`src/fault_rate_pkg.sv`:
```
package fault_rate_pkg;
  // sizes of the fault sources around the bank
  localparam int CH_NUM   = 8;
  localparam int PAIR_NUM = 4;
  localparam int LOC1_NUM = 5;
  localparam int LOC2_NUM = 3;
  localparam int IRQ_W    = 3;

  // register offsets
  localparam logic [7:0] ADDR_GEN_TWO    = 8'h5B;
  localparam logic [7:0] ADDR_GEN_TWO_EN = 8'h5C;
  localparam logic [7:0] ADDR_SUM_ONE    = 8'h5D;
  localparam logic [7:0] ADDR_SUM_TWO    = 8'h5E;
  localparam logic [7:0] ADDR_SUM_THREE  = 8'h5F;
  localparam logic [7:0] ADDR_N_HI       = 8'h60;
  localparam logic [7:0] ADDR_N_LO       = 8'h61;
  localparam logic [7:0] ADDR_F_HI       = 8'h62;
  localparam logic [7:0] ADDR_F_LO       = 8'h63;
  localparam logic [7:0] ADDR_UPDATE     = 8'h64;
  localparam logic [7:0] ADDR_IRQ_STAT   = 8'h65;
  localparam logic [7:0] ADDR_IRQ_MASK   = 8'h66;

  // reset values
  localparam logic [7:0] RST_GEN_TWO_EN = 8'h3C;
  localparam logic [3:0] RST_N_HI       = 4'h0;
  localparam logic [7:0] RST_N_LO       = 8'h80;
  localparam logic [7:0] RST_BYTE       = 8'h00;

  // field positions
  localparam int CHIP_BIT     = 5;
  localparam int INIT_BIT     = 4;
  localparam int GEN2_LOC_BIT = 4;
  localparam int GEN1_LOC_BIT = 3;
  localparam int RST_DET_BIT  = 5;
  localparam int CLK_SW_BIT   = 4;
  localparam int AREG1_BIT    = 2;
  localparam int AREG2_BIT    = 1;
  localparam int DREG_BIT     = 0;
  localparam int PSM_SEL_LSB  = 2;
  localparam int TRIP_SEL_LSB = 0;
  localparam int LOAD_SRC_BIT = 7;
  localparam int LOAD_BIT     = 0;
  localparam int IRQ_FAULT    = 0;
  localparam int IRQ_INIT     = 1;
  localparam int IRQ_LOAD     = 2;
endpackage

```
`src/error_summary_and_rate_regs.sv`:
```
// Added by the designer: the plain strobed port.
`timescale 1ns/100ps
module error_summary_and_rate_regs
(
  input  wire logic                   clk_i,           // 100 MHz clock
  input  wire logic                   arst_n_i,        // async reset, low
  input  wire logic [7:0]             addr_i,          // register address
  input  wire logic [7:0]             wdata_i,         // write data
  input  wire logic                   wr_i,            // write strobe
  input  wire logic                   rd_i,            // read strobe
  output logic      [7:0]             rdata_o,         // read data
  input  wire logic [fault_rate_pkg::CH_NUM-1:0][7:0]
                                      channel_fault_i, // per channel faults
  input  wire logic [fault_rate_pkg::PAIR_NUM-1:0][7:0]
                                      pair_sat_fault_i, // pair saturation
  input  wire logic [7:0]             gen_fault_one_i, // general group one
  input  wire logic                   reset_detect_i,  // reset was seen
  input  wire logic                   clock_switchover_fault_i, // no mclk
  input  wire logic                   analog_reg1_supply_fault_i, // areg1
  input  wire logic                   analog_reg2_supply_fault_i, // areg2
  input  wire logic                   digital_reg_supply_fault_i, // dreg
  input  wire logic                   fuse_init_done_i, // fuses loaded
  input  wire logic                   rate_load_pin_i, // external load
  output logic      [1:0]             supply_monitor_test_select_o, // psm
  output logic      [1:0]             trip_detect_test_select_o, // trip
  output logic                        rate_load_trigger_select_o, // source
  output logic      [11:0]            integer_decimation_value_o, // active
  output logic      [15:0]            fraction_decimation_value_o, // active
  output logic                        irq_o            // interrupt, high
);
  import fault_rate_pkg::*;

  typedef struct packed {
    logic [7:0]       gen_two_en;
    logic [7:0]       gen_two;
    logic [7:0]       sum_one;
    logic [7:0]       sum_two;
    logic [7:0]       sum_three;
    logic [3:0]       n_hi;
    logic [7:0]       n_lo;
    logic [7:0]       f_hi;
    logic [7:0]       f_lo;
    logic             load_src;
    logic             load_req;
    logic [11:0]      act_n;
    logic [15:0]      act_f;
    logic             init_done;
    logic             pin_q;
    logic [IRQ_W-1:0] irq_stat;
    logic [IRQ_W-1:0] irq_mask;
    logic [7:0]       rdata;
    logic             irq;
  } state_t;

  state_t     st;
  state_t     next_st;
  logic [1:0] rst_sync;
  logic       rst_n;
  logic       any_fault;
  logic       do_load;
  logic       pin_rise;
  logic       sw_load;

  // reset release through two flops
  always_ff @(posedge clk_i or negedge arst_n_i)
  begin
    if (!arst_n_i)
      rst_sync <= 2'h0;
    else
      rst_sync <= {rst_sync[0], 1'b1};
  end
  assign rst_n = rst_sync[1];

  // load trigger selection
  assign pin_rise = rate_load_pin_i & ~st.pin_q;
  assign sw_load  = wr_i && (addr_i == ADDR_UPDATE) && wdata_i[LOAD_BIT];
  assign do_load  = st.load_src ? pin_rise : sw_load;

  // next state of the whole bank
  always_comb
  begin
    next_st = st;
    next_st.pin_q = rate_load_pin_i;
    next_st.load_req = 1'b0;
    // general fault two follows its sources
    next_st.gen_two = RST_BYTE;
    next_st.gen_two[RST_DET_BIT] = reset_detect_i
                                   & st.gen_two_en[RST_DET_BIT];
    next_st.gen_two[CLK_SW_BIT] = clock_switchover_fault_i;
    next_st.gen_two[AREG1_BIT] = analog_reg1_supply_fault_i;
    next_st.gen_two[AREG2_BIT] = analog_reg2_supply_fault_i;
    next_st.gen_two[DREG_BIT] = digital_reg_supply_fault_i;
    // fault locators
    any_fault = (|gen_fault_one_i) | (|next_st.gen_two);
    next_st.sum_one = RST_BYTE;
    next_st.sum_two = RST_BYTE;
    next_st.sum_three = RST_BYTE;
    for (int i = 0; i < CH_NUM; i++)
      any_fault = any_fault | (|channel_fault_i[i]);
    for (int i = 0; i < PAIR_NUM; i++)
    begin
      any_fault = any_fault | (|pair_sat_fault_i[i]);
      next_st.sum_three[i] = |pair_sat_fault_i[i];
    end
    for (int i = 0; i < LOC1_NUM; i++)
      next_st.sum_one[i] = |channel_fault_i[i];
    for (int i = 0; i < LOC2_NUM; i++)
      next_st.sum_two[i] = |channel_fault_i[i + LOC1_NUM];
    next_st.sum_two[GEN2_LOC_BIT] = |next_st.gen_two;
    next_st.sum_two[GEN1_LOC_BIT] = |gen_fault_one_i;
    next_st.sum_one[CHIP_BIT] = any_fault;
    next_st.sum_two[CHIP_BIT] = any_fault;
    next_st.sum_three[CHIP_BIT] = any_fault;
    // init flag stays once fuses are loaded
    next_st.init_done = st.init_done | fuse_init_done_i;
    next_st.sum_three[INIT_BIT] = next_st.init_done;
    // register writes
    if (wr_i)
    begin
      case (addr_i)
        ADDR_GEN_TWO_EN: next_st.gen_two_en = wdata_i;
        ADDR_N_HI:       next_st.n_hi = wdata_i[3:0];
        ADDR_N_LO:       next_st.n_lo = wdata_i;
        ADDR_F_HI:       next_st.f_hi = wdata_i;
        ADDR_F_LO:       next_st.f_lo = wdata_i;
        ADDR_UPDATE:
        begin
          next_st.load_src = wdata_i[LOAD_SRC_BIT];
          next_st.load_req = wdata_i[LOAD_BIT];
        end
        ADDR_IRQ_MASK:   next_st.irq_mask = wdata_i[IRQ_W-1:0];
        default:         next_st.irq_mask = st.irq_mask;
      endcase
    end
    // staged rates move to the converter only on a trigger
    if (do_load)
    begin
      next_st.act_n = {st.n_hi, st.n_lo};
      next_st.act_f = {st.f_hi, st.f_lo};
    end
    // register reads, data in the following cycle
    next_st.rdata = RST_BYTE;
    if (rd_i)
    begin
      case (addr_i)
        ADDR_GEN_TWO:    next_st.rdata = st.gen_two;
        ADDR_GEN_TWO_EN: next_st.rdata = st.gen_two_en;
        ADDR_SUM_ONE:    next_st.rdata = st.sum_one;
        ADDR_SUM_TWO:    next_st.rdata = st.sum_two;
        ADDR_SUM_THREE:  next_st.rdata = st.sum_three;
        ADDR_N_HI:       next_st.rdata = {4'h0, st.n_hi};
        ADDR_N_LO:       next_st.rdata = st.n_lo;
        ADDR_F_HI:       next_st.rdata = st.f_hi;
        ADDR_F_LO:       next_st.rdata = st.f_lo;
        ADDR_UPDATE:
        begin
          next_st.rdata[LOAD_SRC_BIT] = st.load_src;
          next_st.rdata[LOAD_BIT] = st.load_req;
        end
        ADDR_IRQ_STAT:   next_st.rdata = {5'h00, st.irq_stat};
        ADDR_IRQ_MASK:   next_st.rdata = {5'h00, st.irq_mask};
        default:         next_st.rdata = RST_BYTE;
      endcase
    end
    // sticky events, cleared by a read, a new event wins
    if (rd_i && (addr_i == ADDR_IRQ_STAT))
      next_st.irq_stat = '0;
    if (any_fault && !st.sum_one[CHIP_BIT])
      next_st.irq_stat[IRQ_FAULT] = 1'b1;
    if (next_st.init_done && !st.init_done)
      next_st.irq_stat[IRQ_INIT] = 1'b1;
    if (do_load)
      next_st.irq_stat[IRQ_LOAD] = 1'b1;
    next_st.irq = |(next_st.irq_stat & next_st.irq_mask);
  end

  // state register
  always_ff @(posedge clk_i or negedge rst_n)
  begin
    if (!rst_n)
    begin
      st            <= '0;
      st.gen_two_en <= RST_GEN_TWO_EN;
      st.gen_two    <= RST_BYTE;
      st.n_hi       <= RST_N_HI;
      st.n_lo       <= RST_N_LO;
      st.act_n      <= {RST_N_HI, RST_N_LO};
    end
    else
      st <= next_st;
  end

  // outputs straight from the state flops
  assign rdata_o = st.rdata;
  assign supply_monitor_test_select_o =
    st.gen_two_en[PSM_SEL_LSB +: 2];
  assign trip_detect_test_select_o =
    st.gen_two_en[TRIP_SEL_LSB +: 2];
  assign rate_load_trigger_select_o = st.load_src;
  assign integer_decimation_value_o = st.act_n;
  assign fraction_decimation_value_o = st.act_f;
  assign irq_o = st.irq;
endmodule

```
`config.mk`:
```
export PLATFORM = sky130hd
export DESIGN_NAME = error_summary_and_rate_regs
export DESIGN_NICKNAME = d
export VERILOG_FILES = /design/src/fault_rate_pkg.sv /design/src/error_summary_and_rate_regs.sv
export SDC_FILE = /design/constraint.sdc
export NUM_CORES = 1
export LEC_CHECK = 0
export ABC_AREA = 1
export BUFFER_PORTS_ARGS = -buffer_cell sky130_fd_sc_hd__buf_2
export CORE_ASPECT_RATIO = 1.2
export CORE_MARGIN = 4
export CORE_UTILIZATION = 30
export DETAILED_ROUTE_END_ITERATION = 16
export PLACE_DENSITY = 0.63
export SETUP_SLACK_MARGIN = 0.02
export SYNTH_ARGS = -nofsm -noshare
export SYNTH_HDL_FRONTEND = slang
export SYNTH_SLANG_ARGS = --single-unit
export TNS_END_PERCENT = 20
```
`constraint.sdc`:
```
create_clock -name clk_i -period 4.3 [get_ports clk_i]
set_input_delay 0.86 -clock clk_i [delete_from_list [all_inputs] [get_ports clk_i]]
set_output_delay 0.86 -clock clk_i [all_outputs]
set_load 0.01 [all_outputs]
```
# --- After elaboration in Yosys (flattened, before gate mapping) ---
# Cells that the tools add are included.
op_classes:
  eq_ne: 12
  n_mux: 13
  bitwise: 18
  reduce_logical: 28
op_table:
  columns: ["operator", "n"]
  rows:
  - ["$reduce_or A8 Y1", 13]
  - ["$eq A8 B7 Y1 const B", 12]
  - ["$pmux W6 S11", 1]
  - ["$or A1 B1 Y1", 14]
  - ["$pmux W1 S12", 1]
  - ["$reduce_and A2 Y1", 6]
  - ["$mux W3", 3]
  - ["$mux W8", 1]
  - ["$mux W1", 6]
  - ["$logic_and A1 B1 Y1", 5]
  - ["$pmux W1 S5", 1]
  - ["$reduce_or A5 Y1", 1]
  - ["$and A3 B3 Y3", 1]
  - ["$reduce_or A3 Y1", 1]
  - ["$and A1 B1 Y1", 2]
  - ["$logic_not A1 Y1", 2]
  - ["$not A1 Y1", 1]
totals:
  regBits: 108
  input_bits: 131
  out_inout_bits: 42
  elab_cells: 91

# --- Longest topological paths before layout ---
depth:
  ltp_word: 19
  ltp_mapped: 12
  depth_no_buf: 12

# --- Worst setup path after synthesis ---
# Ideal clock, no wire load.
synth_timing:
  path_kind: "input to register"
  from: "in addr_i[7]"
  to: "reg st[68] (netlist bit)"
  setup_ps: 120
  arrival_time_ps: 1912
  t_required_ps: 4180
  slack_ps: 2268
  stages: 9
  n_path_buf: 1
  path_cell_list: "inv_1 > nand2_1 > nor3_4 > nand2_4 > nor2_8 > nand2_2 > buf_6 > nand2_1 > o21ai_2"
synth_between:
  elab_chain_len: 2
synth_lines:
  columns: ["item", "line_no", "rtl"]
  rows:
  - ["start, declared", "error_summary_and_rate_regs.sv:7", "input wire logic [7:0] addr_i,"]
  - ["$eq A8 B7 Y1", "error_summary_and_rate_regs.sv:120", "case (addr_i)"]
  - ["$reduce_and A2 Y1 (no line)", null, null]
  - ["end signal, assigned", "error_summary_and_rate_regs.sv:190", "st <= next_st;"]
  - ["end, declared", "error_summary_and_rate_regs.sv:55", "state_t st;"]
# No other way between the ends.
# A chain may end at the register's enable or synchronous reset.

# --- Worst setup path after layout ---
layout_timing:
  from: "in addr_i[7]"
  to: "reg st[65] (netlist bit)"
# Same word-level chain as after synthesis.

==> key figures <==
Drt
  – Total number of vias: 4631
  – Routed wire per std cell: 14.7 um
  – Post-DRT Antenna Nets: 0
  – Router iterations before antenna repair: 4
  – Number of DRC markers in iteration 0: 306
  – Final WL: 15100 um
  – Residual DRC: 0
  – Vias per cell: 4.50

STA
  – Fin crit period: 2.20 ns
  – Worst Max-Slew Pin Slew: 0.780 ns
  – Setup TNS Final: 0 ns
  – RSZ-0062 raised after global routing: no
  – Fin. Hold Viols: 0
  – Fmax: 455 MHz
  – Slew Limit Fails: 0
  – Period utilization: 51.1%
  – Worst setup margin: 2.10 ns
  – Max_slew headroom: 48.0%
  – Clock Skews: 0.0108 ns
  – Final setup violation count: 0

Setup path
  – CP most frequent cell: nand2_1
  – Buffer and inverter count on the worst path: 2
  – Worst setup SP type: primary input
  – Setup crit start: addr_i[7]
  – Worst path slowest cell: nor3_4
  – Worst R2R Setup Slack: 2.71 ns
  – CP top delay family: simple AND/OR/NAND/NOR gates
  – R2R Path Start: rate_load_trigger_select_o
  – R2R depth: 5
  – Critical-path cell list: buf_2 > inv_1 > nand2_1 > nor3_4 > nand2_4 > nor2_8 > nand2_2 > nand2_1 > o21ai_2
  – Arrival @ worst endpoint: 2.43 ns
  – Worst setup path category: in -> reg
  – Worst Setup EP: st[65]
  – Crit. End Element: flop
  – R2R Path End: fraction_decimation_value_o[15]
  – Worst-path fanout max: 16
  – Max incr delay on CP: 0.44 ns
  – Critical path depth: 9
  – Req. time, crit path: 4.54 ns

Clock network
  – Post-cts resize count: 0
  – # hold bufs at CTS: 0
  – Clock root cell: clkbuf_16
  – TritonCTS Buffers: 9
  – Worst-Skew Late Latency: 0.35 ns
  – Reg clk slew, reported paths: 0.07 ns
  – Clock sink count: 105
  – CTS H-tree depth: 3
  – Clock Tree Buf Depth: 2
  – Post-CTS Setup Bufs: 0
  – CTS tree: built

Layout
  – Fill cells: 1847
  – Non-filler cells in the finished layout: 1030
  – Area Overhead vs Synth: 20.4%
  – Final net count: 936
  – Layout cells sized above 1: 30.0%
  – Antenna diodes: 0

Place
  – GP Congestion: 0.844
  – DP Wirelength: 12300 um
  – I/O Buffers: 172
  – Place WS: 1.74 ns
  – Placed Cells: 1014

Yosys
  – Synth Area per Inst: 7.99 sq um
  – Library cells used by synthesis: 32
  – Mapped cell area: 5380 sq um
  – Yosys reg bits: 105
  – Syn Nets: 804
  – Sequential share of the synthesized area: 49.0%
  – Synth warnings: 0
  – Post-Synthesis Cells: 673

GRT
  – GRT met2 Usage: 27.7%
  – Number of antenna violations at the first check in global routing: 1
  – Gr usage total: 15.4%
  – Largest net degree at the start of global routing: 64
  – GR Util met3: 3.11%
  – Grt peak-use layer: met2
  – Congestion Overflow GR: 0
  – First-pass GRT wire length: 24100 um
  – Met1 GRT Util: 18.1%
  – Number of global-route vias before repair: 4608

Floorplanning
  – Die Y: 155 um
  – Core area: 17600 sq um
  – Starting Density: 30.6%
  – Die Footprint: 20100 sq um
  – Die width: 130 um
  – Boundary pin count: 173
  – # rows: 53

Power and ir drop
  – Peak supply drop: 0.000155 V
  – PD cells: 333 nW/um^2
  – Leak: 3.58 nW

Min path
  – Worst min-delay path class: in -> async

Status
  – Status: finished, final reports clean

Run
  – MaxCap Viol Count: 0
## synthesized netlist by cell type (all sizes together)
| cell | instances | share of area, % |
|---|---|---|
| conb | 1 | 0.070 |
| dfstp | 6 | 2.9 |
| and3 | 1 | 0.12 |
| nor2 | 88 | 7.1 |
| clkinv | 1 | 0.16 |
| nand3 | 52 | 4.8 |
| clkbuf | 4 | 0.28 |
| nand3b | 1 | 0.14 |
| nand4 | 11 | 1.4 |
| nand2 | 220 | 16 |
| a21oi | 7 | 0.72 |
| or2 | 1 | 0.12 |
| inv | 71 | 5.0 |
| buf | 50 | 7.2 |
| o21ai | 46 | 5.4 |
| dfrtp | 99 | 46 |
| and2 | 8 | 0.93 |
| nor3 | 6 | 1.5 |
## final cells by class
type / instances / area [sq um] / share of cell area, %
Clock buffer: 12 / 267 / 4.12
Clock inverter: 4 / 73.8 / 1.14
Timing Repair Buffer: 175 / 883 / 13.6
Sequential cell: 105 / 2640 / 40.8
Multi-Input combinational cell: 442 / 2060 / 31.8
Tap cell: 220 / 275 / 4.25
Inverter: 72 / 275 / 4.25
## cells in the final DEF, fill, tap and decap left out, types with 2 or more instances in the layout
cell and count:
nand2_1 211, buf_2 172, dfrtp_1 98, nor2_1 80, inv_1 68, nand3_1 52, o21ai_0 19, o21ai_2 16
o21ai_1 11, nand4_1 10, clkbuf_16 9, and2_1 8, nand2_2 7, a21oi_1 6, dfstp_2 6, nor3_4 4
nor2_4 4, inv_2 3, nor2_2 3, clkbuf_8 3, buf_4 3, clkinv_4 2, nand2_4 2, bufinv_16 2
## state kept, by name (all words and copies together) (netlist names)
signal and cells:
trip_detect_test_select_o 2, st 61, integer_decimation_value_o 12, rst_sync 2, irq_o 1, fraction_decimation_value_o 16, rate_load_trigger_select_o 1, supply_monitor_test_select_o 2
rdata_o 8
## metal layers
metal	routed length (um)	part of all wire, %
met4	321	2.1
met2	7940	52
met3	990	6.5
met5	7	0.046
met1	5880	39
## worst min path at each step
stage / to / slack (ns) / start
6_report: rst_sync[1] / 0.28 / arst_n_i
5_1_grt: rst_sync[1] / 0.27 / arst_n_i
4_1_cts: rst_sync[1] / 0.27 / arst_n_i
3_5_place_dp: rst_sync[1] / 0.34 / rst_sync[0]
3_3_place_gp: rst_sync[1] / 0.34 / rst_sync[0]
2_1_floorplan: rst_sync[1] / 0.33 / rst_sync[0]
## power breakdown
group          switching [mW]  internal, mW
combinational           0.104        0.0796
clock                   0.359         0.558
sequential             0.0331          1.02
total                   0.496          1.66
## stage by stage
step                      hold WS (ns)  util, %  total power [mW]  instance area (sq um)
after floorplan                  0.331        -              1.16                   5380
after global placement           0.337     34.9              1.26                   6130
after detailed placement         0.341     34.9              1.26                   6130
after CTS                        0.272     36.8              2.17                   6470
after global routing             0.269     36.8              2.25                   6470
final                            0.278     36.8              2.16                   6470
## cells by family (layout without fill, tap and decap cells)
family	Yosys count	in the layout	synth area share [%]
simple gates	388	388	32.1
buf+inv	126	263	12.6
flops	105	105	49.0
compound gates	53	53	6.12
other cells	1	1	0.0698
Note: power is estimated with default switching activity, not from simulation.
